===== config.mk =====
export PLATFORM = sky130hd
export DESIGN_NAME = risc_decode_privilege
export DESIGN_NICKNAME = d
export VERILOG_FILES = /design/src/core/dec_pkg.sv /design/src/core/risc_decode_privilege.sv /design/src/core/reg_class.sv /design/src/core/priv_check.sv
export SDC_FILE = /design/constraint.sdc
export NUM_CORES = 1
export LEC_CHECK = 0
export BUFFER_PORTS_ARGS = -buffer_cell sky130_fd_sc_hd__buf_2
export CAP_MARGIN = 15
export CORE_MARGIN = 10
export CORE_UTILIZATION = 40
export DETAILED_ROUTE_END_ITERATION = 6
export SYNTH_ARGS = -nofsm -noshare
export SYNTH_HDL_FRONTEND = slang
export SYNTH_HIERARCHICAL = 1
export SYNTH_SLANG_ARGS = --single-unit

===== constraint.sdc =====
create_clock -name i_mclk -period 6.8 [get_ports i_mclk]
set_input_delay 1.36 -clock i_mclk [delete_from_list [all_inputs] [get_ports i_mclk]]
set_output_delay 1.36 -clock i_mclk [all_outputs]
set_load 0.05 [all_outputs]

===== src/core/dec_pkg.sv =====
// shared types and constants of the instruction decoder with privilege checking
// assumes a single core clock; all numbers used by more than one file live here
package dec_pkg;

    // ----------------------------------------------------------------
    // register identifiers, steps of four
    // ----------------------------------------------------------------
    localparam logic [7:0] ID_STEP       = 8'h04;
    localparam logic [7:0] ID_IP         = 8'h00;
    localparam logic [7:0] ID_STACK      = 8'h20;
    localparam logic [7:0] ID_COMPARE_CFG = 8'h24;
    localparam logic [7:0] ID_LOGIC_CFG  = 8'h28;
    localparam logic [7:0] ID_ARITH_CFG  = 8'h2C;
    localparam logic [7:0] ID_GP_FIRST   = 8'h30;
    localparam logic [7:0] ID_GP_LAST    = 8'h4C;
    localparam logic [7:0] ID_ALU_FIRST  = 8'h50;
    localparam logic [7:0] ID_ALU_LAST   = 8'h5C;
    localparam logic [7:0] ID_FP_FIRST   = 8'h60;
    localparam logic [7:0] ID_FP_LAST    = 8'h6C;
    localparam int         GP_COUNT      = 8;
    localparam int         ALU_COUNT     = 4;
    localparam int         FP_COUNT      = 4;

    // ----------------------------------------------------------------
    // privilege and interrupts
    // ----------------------------------------------------------------
    localparam int         PRIV_BIT      = 3;
    localparam logic [7:0] ARCH_VEC_NUM  = 8'h20;
    localparam logic [7:0] USER_VEC_LAST = 8'h3F;

    // ----------------------------------------------------------------
    // avalon register map, byte addresses
    // ----------------------------------------------------------------
    localparam logic [4:0] OFS_CTRL      = 5'h00;
    localparam logic [4:0] OFS_FAULT     = 5'h04;
    localparam logic [4:0] OFS_VEC_MASK  = 5'h08;
    localparam logic [4:0] OFS_STATE     = 5'h0C;
    localparam int         CTRL_EN_BIT   = 0;
    localparam int         FAULT_BITS    = 3;
    localparam logic [2:0] STAGE_LAST    = 3'h7;

    typedef enum logic [7:0] {
        copy_register_op      = 8'h01,
        copy_literal_op       = 8'h02,
        copy_memory_op        = 8'h03,
        store_indirect_op     = 8'h04,
        compare_op            = 8'h05,
        conditional_branch_op = 8'h06,
        call_op               = 8'h07,
        subroutine_exit_op    = 8'h08,
        arithmetic_op         = 8'h09,
        logic_op              = 8'h0A,
        software_interrupt_op = 8'h0B,
        misc_op_0c            = 8'h0C,
        nop_op                = 8'h0D,
        task_load_op          = 8'h0E
    } op_t;

    typedef enum logic [1:0] {FORM_NONE = 2'b00, FORM_REG = 2'b01, FORM_MEM = 2'b10, FORM_LIT = 2'b11} form_t;
    typedef enum logic [1:0] {FAULT_NONE = 2'b00, FAULT_ILLEGAL = 2'b01, FAULT_PRIV = 2'b10,
                              FAULT_WRITE = 2'b11} fault_t;
    typedef enum logic [2:0] {UOP_EXEC = 3'b000, UOP_SAVE = 3'b001, UOP_LOAD = 3'b010, UOP_WRBACK = 3'b011,
                              UOP_RESTORE = 3'b100, UOP_FAULT = 3'b101} uop_kind_t;
    typedef enum logic [2:0] {ST_IDLE = 3'b000, ST_EXT1 = 3'b001, ST_EXT2 = 3'b010, ST_ISSUE = 3'b011,
                              ST_STAGE = 3'b100} dec_state_t;

    typedef struct packed {
        logic known;
        logic ctrl;
        logic gp;
        logic alu;
        logic fp;
        logic user_wr;
    } reg_class_t;

    typedef struct packed {
        uop_kind_t   kind;
        logic [7:0]  op;
        logic [7:0]  src_id;
        logic [7:0]  tgt_id;
        form_t       src_form;
        form_t       tgt_form;
        logic [7:0]  special;
        logic [31:0] ext0;
        logic [31:0] ext1;
        fault_t      fault;
        logic        fp_mode;
    } uop_t;

    typedef struct packed {
        logic        read;
        logic        write;
        logic [4:0]  address;
        logic [31:0] writedata;
    } av_req_t;

    typedef struct packed {
        logic        waitrequest;
        logic [31:0] readdata;
    } av_rsp_t;

    typedef struct packed {
        dec_state_t  state;
        logic [31:0] word;
        logic [31:0] ext0;
        logic [31:0] ext1;
        logic [1:0]  ext_left;
        logic [2:0]  step;
        logic [7:0]  stage_a;
        logic [7:0]  stage_b;
        logic        word_ready;
        logic        uop_valid;
        uop_t        uop;
        logic        ctrl_en;
        logic        priv;
        logic [2:0]  fault;
        logic [31:0] vec_mask;
        logic [15:0] instr_count;
        logic        av_wait;
        logic [31:0] av_rdata;
    } dec_regs_t;

    localparam dec_regs_t REGS_RESET = '{state: ST_IDLE, av_wait: 1'b1, ctrl_en: 1'b1, default: '0};

endpackage


===== src/core/risc_decode_privilege.sv =====
// instruction decoder: word intake, operand forms, privilege faults, alu staging
// assumes fetch and execution share i_mclk; software reaches control over avalon-mm
//
// Chosen here: the Avalon-MM slave port and the address map.
`timescale 1ns/1ps

// Overview of operation
// (RULE1) Eight general registers support literal, memory, logic, integer and compare use, no float.
// (RULE2) A general register pairs with any other register as either operand of a two-register instruction; here the pointer id 0x00 is illegal.
// (RULE3) Four alu registers support literal, memory, logic, integer and compare use.
// (RULE4) Arithmetic or logic on non-alu registers saves two alu registers, stages, executes, then restores.
// (RULE5) Float arithmetic runs on the four float registers only; other mixes are unspecified.
// (RULE6) Status bit 3 selects the level: clear is level 0 (most privileged), set is level 1.
// (RULE7) Level 0 may write every register directly except the instruction pointer.
// (RULE8) Level 1 writes only general, alu, float, stack and the three config registers.
// (RULE9) Task load at level 1 is not done and raises an illegal-instruction fault.
// (RULE10) Architecture interrupt handlers run at level 0 and may be invoked by software only from level 0.
// (RULE11) A level 1 software interrupt to a vector needing level 0 raises a privilege fault.
// (RULE12) Exactly fourteen instructions are recognised.
// (RULE13) The identifier is the low byte; each memory or literal operand takes one extension word.
// (RULE14) Source id sits in bits 15..8, target id in 23..16, bits 31..24 are zero.
// (RULE15) Register ids step by four from the pointer at 0x00 to the last float register at 0x6C.
// (RULE16) Unused opcodes, unknown register ids and unpermitted operand forms are illegal.
module risc_decode_privilege
(
    input  wire logic             i_mclk,
    input  wire logic             i_rstn,
    input  wire logic             i_word_valid,
    input  wire logic [31:0]      i_word,
    output logic                  o_word_ready,
    output dec_pkg::uop_t         o_uop,
    output logic                  o_uop_valid,
    input  wire logic             i_uop_ready,
    input  wire dec_pkg::av_req_t i_av,
    output dec_pkg::av_rsp_t      o_av,
    output logic                  o_priv_level
);
    import dec_pkg::*;

    dec_regs_t   r;
    dec_regs_t   n;
    logic [31:0] cur;
    logic [7:0]  op;
    logic [7:0]  sy;
    logic [7:0]  tx;
    form_t       sf;
    form_t       tf;
    logic        fok;
    logic        regs_ok;
    logic [1:0]  next_ext;
    reg_class_t  cs;
    reg_class_t  ct;
    fault_t      flt;
    logic        stage_need;
    logic        slot_free;
    logic        accept;
    logic [31:0] rd;
    logic [2:0]  flt_set;
    logic [2:0]  flt_clr;
    logic [7:0]  pa;
    logic [7:0]  pb;
    uop_t        u;

    // first word comes live from fetch while idle, from the latch afterwards
    assign cur = (r.state == ST_IDLE) ? i_word : r.word;

    // (RULE13) identifier in the low byte
    assign op = cur[7:0];
    // (RULE14) source and target fields
    assign sy = cur[15:8];
    assign tx = cur[23:16];

    reg_class u_src_class
    (
        .i_id    (sy),
        .o_class (cs)
    );

    reg_class u_tgt_class
    (
        .i_id    (tx),
        .o_class (ct)
    );

    priv_check u_priv_check
    (
        .i_op       (op),
        .i_priv     (r.priv),
        .i_tgt_form (tf),
        .i_tgt      (ct),
        .i_tgt_id   (tx),
        .i_vector   (sy),
        .i_vec_mask (r.vec_mask),
        .i_bad      (!regs_ok),
        .o_fault    (flt)
    );

    // lowest alu register not named by the instruction and not already taken
    function automatic logic [7:0] pick_alu(input logic [7:0] a, input logic [7:0] b, input logic [7:0] skip);
        logic [7:0] id;
        pick_alu = ID_ALU_FIRST;
        for (int k = ALU_COUNT - 1; k >= 0; k--)
        begin
            id = ID_ALU_FIRST + 8'(k * 4);
            if ((id != a) && (id != b) && (id != skip))
                pick_alu = id;
        end
    endfunction

    // ----------------------------------------------------------------
    // operand forms
    // ----------------------------------------------------------------
    always_comb
    begin
        sf  = FORM_NONE;
        tf  = FORM_NONE;
        fok = 1'b0;
        // (RULE12) fourteen identifiers, rest illegal
        case (op)
            copy_register_op:
            begin
                sf  = FORM_REG;
                tf  = (tx == 8'h00) ? FORM_MEM : FORM_REG;
                fok = (sy != 8'h00);
            end
            copy_literal_op:
            begin
                sf  = FORM_LIT;
                tf  = (tx == 8'h00) ? FORM_MEM : FORM_REG;
                fok = (sy == 8'h00);
            end
            copy_memory_op:
            begin
                sf  = (sy == 8'h00) ? FORM_MEM : FORM_REG;
                tf  = (tx == 8'h00) ? FORM_MEM : FORM_REG;
                fok = 1'b1;
            end
            // (RULE2) any register pair accepted except the pointer
            store_indirect_op, compare_op, arithmetic_op, logic_op:
            begin
                sf  = FORM_REG;
                tf  = FORM_REG;
                fok = (sy != 8'h00) && (tx != 8'h00);
            end
            conditional_branch_op, call_op, task_load_op:
            begin
                sf  = (sy == 8'h00) ? FORM_MEM : FORM_REG;
                fok = (tx == 8'h00);
            end
            software_interrupt_op:
                fok = (tx == 8'h00);
            subroutine_exit_op, misc_op_0c, nop_op:
                fok = (tx == 8'h00) && (sy == 8'h00);
            default:
                fok = 1'b0;
        endcase
        // (RULE14) top byte must be zero
        // (RULE16) unknown ids and bad forms
        regs_ok = fok && (cur[31:24] == 8'h00) && ((sf != FORM_REG) || cs.known)
                  && ((tf != FORM_REG) || ct.known);
        // (RULE13) one extension word per memory or literal
        next_ext = 2'((sf == FORM_MEM) || (sf == FORM_LIT)) + 2'(tf == FORM_MEM);
        // (RULE4) staging needed off the alu registers
        // (RULE5) float pairs go straight to the fpu
        stage_need = ((op == arithmetic_op) || (op == logic_op)) && !(cs.alu && ct.alu) && !(cs.fp && ct.fp);
        pa = pick_alu(sy, tx, 8'hFF);
        pb = pick_alu(sy, tx, pa);
        u.kind     = (flt == FAULT_NONE) ? UOP_EXEC : UOP_FAULT;
        u.op       = op;
        u.src_id   = sy;
        u.tgt_id   = tx;
        u.src_form = sf;
        u.tgt_form = tf;
        u.special  = (op == software_interrupt_op) ? sy : 8'h00;
        u.ext0     = r.ext0;
        u.ext1     = r.ext1;
        u.fault    = flt;
        u.fp_mode  = cs.fp && ct.fp;
    end

    // ----------------------------------------------------------------
    // avalon read mux
    // ----------------------------------------------------------------
    always_comb
    begin
        rd = 32'h0000_0000;
        case (i_av.address)
            // (RULE6) privilege bit shown at bit 3
            OFS_CTRL:     rd = {28'h000_0000, r.priv, 2'b00, r.ctrl_en};
            OFS_FAULT:    rd = {29'h0000_0000, r.fault};
            OFS_VEC_MASK: rd = r.vec_mask;
            OFS_STATE:    rd = {r.instr_count, 13'h0000, r.state};
            default:      rd = 32'h0000_0000;
        endcase
    end

    // ----------------------------------------------------------------
    // next state
    // ----------------------------------------------------------------
    always_comb
    begin
        n         = r;
        flt_set   = 3'b000;
        flt_clr   = 3'b000;
        accept    = i_word_valid && r.word_ready;
        slot_free = !r.uop_valid || i_uop_ready;
        if (r.uop_valid && i_uop_ready)
            n.uop_valid = 1'b0;
        case (r.state)
            ST_IDLE:
                if (accept)
                begin
                    n.word     = i_word;
                    n.ext_left = next_ext;
                    n.ext0     = 32'h0000_0000;
                    n.ext1     = 32'h0000_0000;
                    n.state    = (next_ext == 2'd0) ? ST_ISSUE : ST_EXT1;
                end
            ST_EXT1:
                if (accept)
                begin
                    n.ext0  = i_word;
                    n.state = (r.ext_left == 2'd2) ? ST_EXT2 : ST_ISSUE;
                end
            ST_EXT2:
                if (accept)
                begin
                    n.ext1  = i_word;
                    n.state = ST_ISSUE;
                end
            ST_ISSUE:
                if ((flt == FAULT_NONE) && stage_need)
                begin
                    n.state   = ST_STAGE;
                    n.step    = 3'd0;
                    n.stage_a = pa;
                    n.stage_b = pb;
                end
                else if (slot_free)
                begin
                    n.uop_valid   = 1'b1;
                    n.uop         = u;
                    n.state       = ST_IDLE;
                    n.instr_count = r.instr_count + 16'h0001;
                    if (flt != FAULT_NONE)
                        flt_set[flt - 2'd1] = 1'b1;
                end
            // (RULE4) save, load, execute, write back, restore
            ST_STAGE:
                if (slot_free)
                begin
                    n.uop_valid = 1'b1;
                    n.uop       = u;
                    n.step      = r.step + 3'd1;
                    case (r.step)
                        3'd0:
                        begin
                            n.uop.kind   = UOP_SAVE;
                            n.uop.src_id = r.stage_a;
                        end
                        3'd1:
                        begin
                            n.uop.kind   = UOP_SAVE;
                            n.uop.src_id = r.stage_b;
                        end
                        3'd2:
                        begin
                            n.uop.kind   = UOP_LOAD;
                            n.uop.tgt_id = r.stage_a;
                        end
                        3'd3:
                        begin
                            n.uop.kind   = UOP_LOAD;
                            n.uop.src_id = tx;
                            n.uop.tgt_id = r.stage_b;
                        end
                        3'd4:
                        begin
                            n.uop.src_id = r.stage_a;
                            n.uop.tgt_id = r.stage_b;
                        end
                        3'd5:
                        begin
                            n.uop.kind   = UOP_WRBACK;
                            n.uop.src_id = r.stage_b;
                        end
                        3'd6:
                        begin
                            n.uop.kind   = UOP_RESTORE;
                            n.uop.tgt_id = r.stage_a;
                        end
                        default:
                        begin
                            n.uop.kind   = UOP_RESTORE;
                            n.uop.tgt_id = r.stage_b;
                        end
                    endcase
                    if (r.step == STAGE_LAST)
                    begin
                        n.state       = ST_IDLE;
                        n.instr_count = r.instr_count + 16'h0001;
                    end
                end
            default:
                n.state = ST_IDLE;
        endcase
        // fetch stalls whenever disabled or busy issuing
        n.word_ready = r.ctrl_en && ((n.state == ST_IDLE) || (n.state == ST_EXT1) || (n.state == ST_EXT2));

        // one wait cycle, then the request is taken on the edge with waitrequest low
        if (r.av_wait)
        begin
            if (i_av.read || i_av.write)
            begin
                n.av_wait  = 1'b0;
                n.av_rdata = rd;
            end
        end
        else
        begin
            n.av_wait = 1'b1;
            if (i_av.write)
            begin
                case (i_av.address)
                    OFS_CTRL:
                    begin
                        n.ctrl_en = i_av.writedata[CTRL_EN_BIT];
                        // (RULE6) level select bit
                        n.priv    = i_av.writedata[PRIV_BIT];
                    end
                    OFS_FAULT:    flt_clr = i_av.writedata[FAULT_BITS-1:0];
                    OFS_VEC_MASK: n.vec_mask = i_av.writedata;
                    default:      n.av_wait = 1'b1;
                endcase
            end
        end
        // a fault in the clearing cycle stays set
        n.fault = (r.fault & ~flt_clr) | flt_set;
    end

    always_ff @(posedge i_mclk or negedge i_rstn)
    begin
        if (!i_rstn)
            r <= REGS_RESET;
        else
            r <= n;
    end

    assign o_word_ready = r.word_ready;
    assign o_uop        = r.uop;
    assign o_uop_valid  = r.uop_valid;
    assign o_av         = '{waitrequest: r.av_wait, readdata: r.av_rdata};
    assign o_priv_level = r.priv;

endmodule


===== src/core/reg_class.sv =====
// classifies one register identifier into its register group
// assumes identifiers come straight from an instruction word, unchecked
`timescale 1ns/1ps
module reg_class
(
    input  wire logic [7:0]          i_id,
    output dec_pkg::reg_class_t      o_class
);
    import dec_pkg::*;

    always_comb
    begin
        // (RULE15) four-step identifier map
        o_class.known   = (i_id[1:0] == 2'b00) && (i_id <= ID_FP_LAST);
        o_class.ctrl    = o_class.known && (i_id < ID_GP_FIRST);
        // (RULE1) eight general registers
        o_class.gp      = o_class.known && (i_id >= ID_GP_FIRST) && (i_id <= ID_GP_LAST);
        // (RULE3) four alu registers
        o_class.alu     = o_class.known && (i_id >= ID_ALU_FIRST) && (i_id <= ID_ALU_LAST);
        // (RULE5) four float registers
        o_class.fp      = o_class.known && (i_id >= ID_FP_FIRST);
        // (RULE8) writable at level 1
        o_class.user_wr = o_class.gp || o_class.alu || o_class.fp || (i_id == ID_STACK)
                          || (i_id == ID_COMPARE_CFG) || (i_id == ID_LOGIC_CFG) || (i_id == ID_ARITH_CFG);
    end

endmodule


===== src/core/priv_check.sv =====
// privilege check of one decoded instruction against the current level
// assumes the decoder has already judged opcode and register validity
`timescale 1ns/1ps
module priv_check
(
    input  wire logic [7:0]          i_op,
    input  wire logic                i_priv,
    input  wire dec_pkg::form_t      i_tgt_form,
    input  wire dec_pkg::reg_class_t i_tgt,
    input  wire logic [7:0]          i_tgt_id,
    input  wire logic [7:0]          i_vector,
    input  wire logic [31:0]         i_vec_mask,
    input  wire logic                i_bad,
    output dec_pkg::fault_t          o_fault
);
    import dec_pkg::*;

    logic writes_tgt;
    logic vec_needs_l0;
    logic [7:0] vec_off;

    always_comb
    begin
        vec_off    = i_vector - ARCH_VEC_NUM;
        writes_tgt = (i_op == copy_register_op) || (i_op == copy_literal_op) || (i_op == copy_memory_op)
                     || (i_op == arithmetic_op) || (i_op == logic_op);
        // (RULE10) architecture vectors only from level 0
        vec_needs_l0 = (i_vector < ARCH_VEC_NUM)
                       || ((i_vector <= USER_VEC_LAST) && i_vec_mask[vec_off[4:0]]);
        o_fault = FAULT_NONE;
        // (RULE16) malformed word faults first
        if (i_bad)
            o_fault = FAULT_ILLEGAL;
        // (RULE9) task load barred at level 1
        else if (i_priv && (i_op == task_load_op))
            o_fault = FAULT_ILLEGAL;
        // (RULE11) software interrupt at level 1
        else if (i_priv && (i_op == software_interrupt_op) && vec_needs_l0)
            o_fault = FAULT_PRIV;
        // (RULE7) pointer never written directly
        else if (writes_tgt && (i_tgt_form == FORM_REG) && (i_tgt_id == ID_IP))
            o_fault = FAULT_WRITE;
        // (RULE8) level 1 write filter
        else if (writes_tgt && (i_tgt_form == FORM_REG) && i_priv && !i_tgt.user_wr)
            o_fault = FAULT_WRITE;
    end

endmodule


* After elaboration in Yosys (flattened, before gate mapping)
Index checks and enable logic that the tools add are counted.
** Word-level totals
- Register bits after elaboration :: 314
- Bits of input ports :: 75
- Output and inout bits :: 142
- Word-level logic and storage cells :: 279
** Cells by class
- Add/sub/neg operators :: 5
- Order comparisons :: 15
- Mux-type cells :: 64
- Reductions and logical operators :: 102
- Equality and inequality tests :: 61
- Bitwise gates (word level) :: 4
** Operator list (count)
- $mux 107 :: 3
- $pmux 107 s2 :: 1
- $pmux 32 s2 :: 2
- $pmux 32 s4 :: 1
- $mux 101 :: 1
- $ne 7x8->1 const A :: 12
- $mux 16 :: 4
- $mux 32 :: 2
- $eq 8x4->1 const B :: 7
- $mux 8 :: 7
- $mux 3 :: 15
- $le 8x7->1 const B :: 5
- $logic_and 1x1->1 :: 40
- $mux 33 :: 1
- $eq 8x3->1 const B :: 4
- $eq 8x6->1 const B :: 4
- $ge 8x7->1 const B :: 4
- $pmux 16 s2 :: 1
- $logic_not 8->1 :: 3
- $pmux 8 s3 :: 1
- $logic_or 1x1->1 :: 19
- $mux 19 :: 1
- $add 16x1->16 const B :: 1
- $eq 8x2->1 const B :: 2
- other kinds (50) :: 110

* Logic depth before layout (Yosys ltp)
Gate-level depths: netlist of the first run.
- Depth after elaboration :: 29
- Mapped depth :: 23
- Mapped depth without buffers :: 16

* Cells and area by module
The synthesis of the first run kept the hierarchy.
** By module, submodules not included
- risc_decode_privilege :: sequential area each 7584.8 µm², cells an instance 1251, times used 1, area each 14403.8 µm²
- priv_check :: sequential area each 0.0 µm², cells an instance 51, times used 1, area each 411.6 µm²
- reg_class :: sequential area each 0.0 µm², cells an instance 12, times used 2, area each 88.8 µm²

* Worst setup path after synthesis of the first run
OpenSTA, ideal clock, no wires.
- Path type :: flip-flop to flip-flop
- From :: reg r[313] (netlist bit)
- To :: reg r (netlist bit o_uop[26])
- Library setup time :: 0.125 ns
- Slack :: 1.917 ns
- Stages on the path, launching flop included :: 23
- Buffers on the path :: 7
- Arrival time :: 4.758 ns
- Required time :: 6.675 ns
- Period minus slack after synthesis :: 4.883 ns
- Cell sequence :: dfrtp_1 > buf_2 > nor3_4 > buf_2 > buf_2 > clkbuf_1 > mux2i_1 > inv_1 > or3_4 > nor2_1 > nor3_1 > a211o_1 > a31oi_1 > nand2b_1 > nor2_1 > and3_1 > o2111ai_4 > and2_1 > buf_4 > o21ai_2 > buf_6 > buf_8 > mux2_4
** RTL lines
- start: declaration :: line risc_decode_privilege.sv:40 : dec_regs_t r;
- start signal: assignment :: line risc_decode_privilege.sv:346 : r <= n;

* Final worst setup path of the first run
- From :: reg r[311] (netlist bit)
- To :: reg r (netlist bit o_uop[4])
** Between the ends
- Longest elaborated chain between the ends :: 23
- Elaborated cells on any way between the ends :: 115
- Those cells by class :: add/sub: 1; order compare: 12; eq/ne: 26; mux: 14; reduce/logical: 62
** RTL lines
- $logic_not 3->1 * :: line risc_decode_privilege.sv:65 : assign cur = (r.state == ST_IDLE) ? i_word : r.word;
- $mux 32 * :: line risc_decode_privilege.sv:65
- net cur[18] :: line risc_decode_privilege.sv:42 : logic [31:0] cur;
- $le 8x7->1 :: line reg_class.sv:14 : o_class.known = (i_id[1:0] == 2'b00) && (i_id <= ID_FP_LAST);
- $logic_and 1x1->1 :: line reg_class.sv:14
- $logic_and 1x1->1, on equally long branches (2 in series) :: line reg_class.sv:17, reg_class.sv:19
- $logic_or 1x1->1 (3 in series) :: line reg_class.sv:23 : o_class.user_wr = o_class.gp || o_class.alu || o_class.fp || (i_id == ID_STACK)
- $logic_or 1x1->1 (3 in series) :: line reg_class.sv:24 : || (i_id == ID_COMPARE_CFG) || (i_id == ID_LOGIC_CFG) || (i_id == ID_ARITH_CFG);
- (+4 left out)
- $mux 2 :: line priv_check.sv:38 : else if (i_priv && (i_op == software_interrupt_op) && vec_needs_l0)
- $mux 2 :: line priv_check.sv:35 : else if (i_priv && (i_op == task_load_op))
- $mux 2 * :: line priv_check.sv:32 : if (i_bad)
- net flt[0] :: line risc_decode_privilege.sv:53 : fault_t flt;
- $logic_not 2->1 * :: line risc_decode_privilege.sv:232 : if ((flt == FAULT_NONE) && stage_need)
- $logic_and 1x1->1 * :: line risc_decode_privilege.sv:232
- $ne 2x2->1 (no source line) *
- $reduce_and 4->1 (no source line) *
The timed path passes the listed nets; every way through them passes the cells marked *. The select of a mux whose other input is x is not followed.
A chain may end at the register's enable or synchronous reset.

==> impl_results.md, run 1 <==
* Status: finished clean
* PD cells at 394.2 nW/um^2
* Slew Limit Fails at 0
* Total grt overflow at 0
* Sum Neg Setup Slack at 0 ns
* Synth Instances at 1316
* MaxCap Viol Count at 0
* RD Place Congestion at 0.9097
* Design area at 16530 sq um
* Total die area at 45430 sq um
* Max frequency at 172.7 MHz
* Rel. slew slack at 22.37%
* Die width at 213.1 um
* Via Count at 10010
* Total GRT Usage at 17.65%
* Hold WC Path Type: reg -> reg
* Drt wl/cell at 21.36 um
* Longest Clk Path Bufs at 3
* CTS Hold Bufs at 0
* CP Class: reg -> reg
* DR DRC count at 0
* Post-DP Area at 15420 sq um
* Layout cells sized above 1 at 33.90%
* Comb pwr share at 35.1%
* RSZ-0062 raised after global routing: false
* HPWL after detailed placement at 28860 um
* Combined area of the multi-input logic cells at 5889 sq um
* Core ar. at 36700 sq um
* Chip Height at 213.1 um
* Hold Vio Cnt, Final at 0
* Initial Util at 40.66%
* Data required, critical path at 7.21 ns
* Clock Power Share at 28.0%
* Routed wire length at 40130 um
* Largest net degree at the start of global routing at 152
* Peak VDD IR at 0.1661 mV
* LEAKAGE at 8.268 nW
* Tot Pwr at 6.516 mW
* Crit-path max FO at 30
* Via density at 5.327
* Fillers at 3462
* Final #Nets at 1469
* Postcts setup bufs at 0
* Worst clock skew at 0.02296 ns
* Avg Inst Size Synth at 11.34 sq um
* Startpoint Class: flop
* Commonest non-fill, non-tap cell in the layout: dfrtp_1
* CTS H-tree lvls at 2
* I/O pin cnt at 217
* Net Count, Synth at 1400
* Detailed Route Iter0 Violations at 769
* Tcrit/Tclk final at 85.16%
* # clock sinks at 303
* Final setup viols at 0
* Crit path capture type: flop
* Synth warn at 6
* CTS root buffer: clkbuf_16
* Arrival time at the worst endpoint at 6.20 ns
* Row cnt at 70
* Post-route ant nets at 0
* CTS resizes at 0
* Worst-Margin Slew at 1.164 ns
* Post-synthesis cell area at 14920 sq um
* Switching portion of total power at 38.44%
* P_int at 4.011 mW
* Most frequent cells in the layout: dfrtp_1 (300), buf_2 (215), nand2_1 (160)
* First-pass GRT wire length at 62450 um
* Worst-path clk slew at 0.06 ns
* Clk_lat worst skew at 0.54 ns
* Final hold slack at 0.4747 ns
* Drt first pass iters at 5
* Seq pwr share at 36.9%
* Switching pwr at 2.505 mW
* I/O Buffers at 216
* Final Critical Period at 5.791 ns
* Register area at 7586 sq um
* Area Growth Syn to Fin at 10.77%
* CTS tree: done
* Initial antenna violation count at 3
* Clock buffer count from CTS at 35
* Vias in the first global route at 10270
## cell type report
| class | instances | area share (%) |
|---|---|---|
| inverters | 26 | 0.5905 |
| repair buffers | 235 | 7.615 |
| clock inverters | 8 | 0.5450 |
| multi-input cells | 784 | 35.63 |
| clock buffers | 54 | 6.162 |
| well taps | 468 | 3.543 |
| diodes | 1 | 0.01514 |
| flip-flops and latches | 303 | 45.90 |
## power groups by stage
stage | Clock, mW | Sequential, mW | Combinational (mW)
after floorplan | 0 | 2.35 | 1.87
after global routing | 1.97 | 2.45 | 2.45
after global placement | 0 | 2.42 | 2.27
final | 1.82 | 2.41 | 2.29
after detailed placement | 0 | 2.43 | 2.28
after CTS | 1.88 | 2.40 | 2.29
## path summary, 6_finish.rpt
kind / start / endpoint / slack [ns] / cells past startpoint
max reg2reg: r[311] / o_uop[4] / 1.01 / 16
min: o_uop[85] / o_uop[85] / 0.47 / 1
max in group asynchronous: i_rstn / r[238] / 4.54 / 2
max: r[311] / o_uop[4] / 1.01 / 16
min in group asynchronous: i_rstn / o_uop[12] / 0.78 / 1
min reg2reg: o_uop[85] / o_uop[85] / 0.47 / 1
## routing by layer
| metal | GRT usage (%) | wire, um | up-vias |
|---|---|---|---|
| li1 | - | - | 4657 |
| met1 | 23.11 | 17550 | 4980 |
| met2 | 27.81 | 18740 | 314 |
| met3 | 4.956 | 2935 | 55 |
| met4 | 5.427 | 875 | 4 |
| met5 | 0 | 26 | - |
## sequential cells by signal, summed over array words and instances, names as in the netlist
name and cells:
o_uop_valid 1, r 161, o_uop 106, o_av 33, o_word_ready 1, o_priv_level 1
## worst max-delay path, cell delays in order, from the launching register on
cell and delay [ns]:
dfrtp_1 0.52, nor3_4 0.78, mux2i_1 0.49, inv_1 0.24
or3_1 0.49, a221oi_1 0.33, nor4_1 0.09, a211o_1 0.23
a31oi_1 0.21, nand2b_1 0.21, nor2_1 0.21, and3_1 0.24
o2111ai_4 0.16, and2_1 0.30, o21ai_4 0.21, buf_4 0.49
mux2_2 0.40
## stage by stage
step                util, %  instances  setup slack, ns
finish                45.04       1879            1.009
global route          45.03       1878           0.6764
global placement      42.01       1816            1.092
CTS                   45.03       1878            1.070
detailed placement    42.01       1816           0.9866
floorplan                 -       1316            1.924
No activity file was read; power rests on OpenSTA's default activity.
==> run 2, diff against run 1 <==
--- a/config.mk
+++ b/config.mk
@@ -10,6 +10,7 @@
 export CORE_MARGIN = 10
 export CORE_UTILIZATION = 40
 export DETAILED_ROUTE_END_ITERATION = 6
+export RECOVER_POWER = 25
 export SYNTH_ARGS = -nofsm -noshare
 export SYNTH_HDL_FRONTEND = slang
 export SYNTH_HIERARCHICAL = 1
==> impl_results.md, run 2 (synthesized netlist as in run 1, its figures left out) <==
* Status: finished, violations left
* Failing checks: max-capacitance violations, max-slew violations
* I/O Buffers at 216
* Top reg by flops: r
* # clock sinks at 303
* Post-route ant nets at 0
* Hold Vio Cnt, Final at 0
* Final #Nets at 1469
* Max frequency at 173.1 MHz
* Hold WC Path Type: reg -> reg
* Cell breakdown of the critical path: nor3_4 > mux2i_1 > inv_1 > or3_1 > a221oi_1 > nor4_1 > a211o_1 > a31oi_1 > nand2b_1 > nor2_1 > and3_1 > o2111ai_4 > and2_1 > o21ai_4 > buf_4 > mux2_2
* Startpoint Class: flop
* Vias in the first global route at 10270
* LEAKAGE at 8.251 nW
* Ant diodes at 0
* Combined area of the multi-input logic cells at 5886 sq um
* Crit-path max FO at 30
* Worst clock skew at 0.02121 ns
* Detailed Route Iter0 Violations at 746
* Longest Clk Path Bufs at 3
* Row cnt at 70
* DP Worst Slack at 0.9866 ns
* CP Class: reg -> reg
* Sum Neg Setup Slack at 0 ns
* CTS Hold Bufs at 0
* Crit path capture type: flop
* Area Growth Syn to Fin at 10.61%
* Tcrit/Tclk final at 84.96%
* Largest net degree at the start of global routing at 152
* Layout cells sized above 1 at 33.55%
* Most frequent cells in the layout: dfrtp_1 (300), buf_2 (213), nand2_1 (160)
* RD Place Congestion at 0.9097
* Final hold slack at 0.4739 ns
* Final Core Density at 44.97%
* CTS root buffer: clkbuf_16
* Initial antenna violation count at 3
* Core ar. at 36700 sq um
* Commonest non-fill, non-tap cell in the layout: dfrtp_1
* Clock buffer count from CTS at 35
* Total grt overflow at 0
* Crit path largest cell delay at 0.77 ns
* CTS resizes at 0
* Routed wire length at 40100 um
* Register area at 7586 sq um
* Via density at 5.353
* First-pass GRT wire length at 62450 um
* GRT busiest layer: met2
* Rel. slew slack at -184.8%
* GR Util met2 at 27.81%
* RSZ-0062 raised after global routing: false
* Clk_lat worst skew at 0.54 ns
* Slew Limit Fails at 122
* Setup WS post-layout at 1.023 ns
* HPWL after detailed placement at 28860 um
* Slowest CP cell: nor3_4
* Met1 usage in global routing at 23.11%
* Reg2reg setup slack at 1.02 ns
* Postcts setup bufs at 0
* I/O pin cnt at 217
* MaxCap Viol Count at 2
* Drt first pass iters at 5
* Final Critical Period at 5.777 ns
* Initial Util at 40.66%
* Global-route met3 utilization at 4.956%
* Via Count at 10052
* DR DRC count at 0
* Worst-Margin Slew at 4.271 ns
* Final setup viols at 0
* Peak VDD IR at 0.1651 mV
* Largest register FFs at 161
* Total GRT Usage at 17.65%
* CTS H-tree lvls at 2
* Fillers at 3471
* Tot Pwr at 6.510 mW
* Data required, critical path at 7.21 ns
* Drt wl/cell at 21.35 um
* Chip Height at 213.1 um
* Arrival time at the worst endpoint at 6.19 ns
* CTS tree: done
* Total die area at 45430 sq um
* Worst-path clk slew at 0.06 ns
* PD cells at 394.4 nW/um^2
* Die width at 213.1 um
-- run 2: changes by cell type in the layout (fill, tap and decap cells not counted) --
| cell | previous run | this run |
|---|---|---|
| o21ai_2 | 1 | 0 |
| diode_2 | 1 | 0 |
| buf_2 | 215 | 213 |
| clkbuf_1 | 13 | 17 |
| buf_8 | 1 | 0 |
| buf_4 | 17 | 16 |
| o21ai_0 | 81 | 82 |
-- run 2: final timing paths --
check / start / to / cells past startpoint
max in group asynchronous: i_rstn / r[312] / 1
min reg2reg: o_uop[85] / o_uop[85] / 1
min: o_uop[85] / o_uop[85] / 1
max reg2reg: r[311] / o_uop[4] / 16
max: r[311] / o_uop[4] / 16
min in group asynchronous: i_rstn / o_uop[12] / 1
-- run 2: power breakdown --
group | internal, mW | leakage [nW] | switching, mW
Sequential | 2.15 | 4.10 | 0.254
Combinational | 0.783 | 3.61 | 1.50
Clock | 1.08 | 0.537 | 0.748
-- run 2: through the flow --
step | std cells | cell area, sq um
2_1_floorplan | 1316 | 14920
5_1_grt | 1878 | 16500
6_report | 1878 | 16500
4_1_cts | 1878 | 16530
3_5_place_dp | 1816 | 15420
3_3_place_gp | 1816 | 15420
-- run 2: worst max-delay path: cells and delay by family (launching register included) --
| family | cells | cell delay, ns |
|---|---|---|
| muxes | 2 | 0.90 |
| buffers and inverters | 2 | 0.73 |
| AOI/OAI and AO/OA | 5 | 1.14 |
| DFF | 1 | 0.52 |
| and+or+nand+nor | 7 | 2.29 |
-- run 2: final cells by class --
class	instances	area share, %
clock inverter	8	0.5458
tap	468	3.548
clock buffer	54	6.171
sequential	303	45.96
timing repair buffer	235	7.520
multi-input combinational	784	35.66
inverter	26	0.5913
-- run 2: layer usage --
metal  share of wire, %  up-vias
li1                   -     4657
met1                 44     5016
met2                 47      311
met3                7.3       62
met4                2.3        6
met5              0.097        -
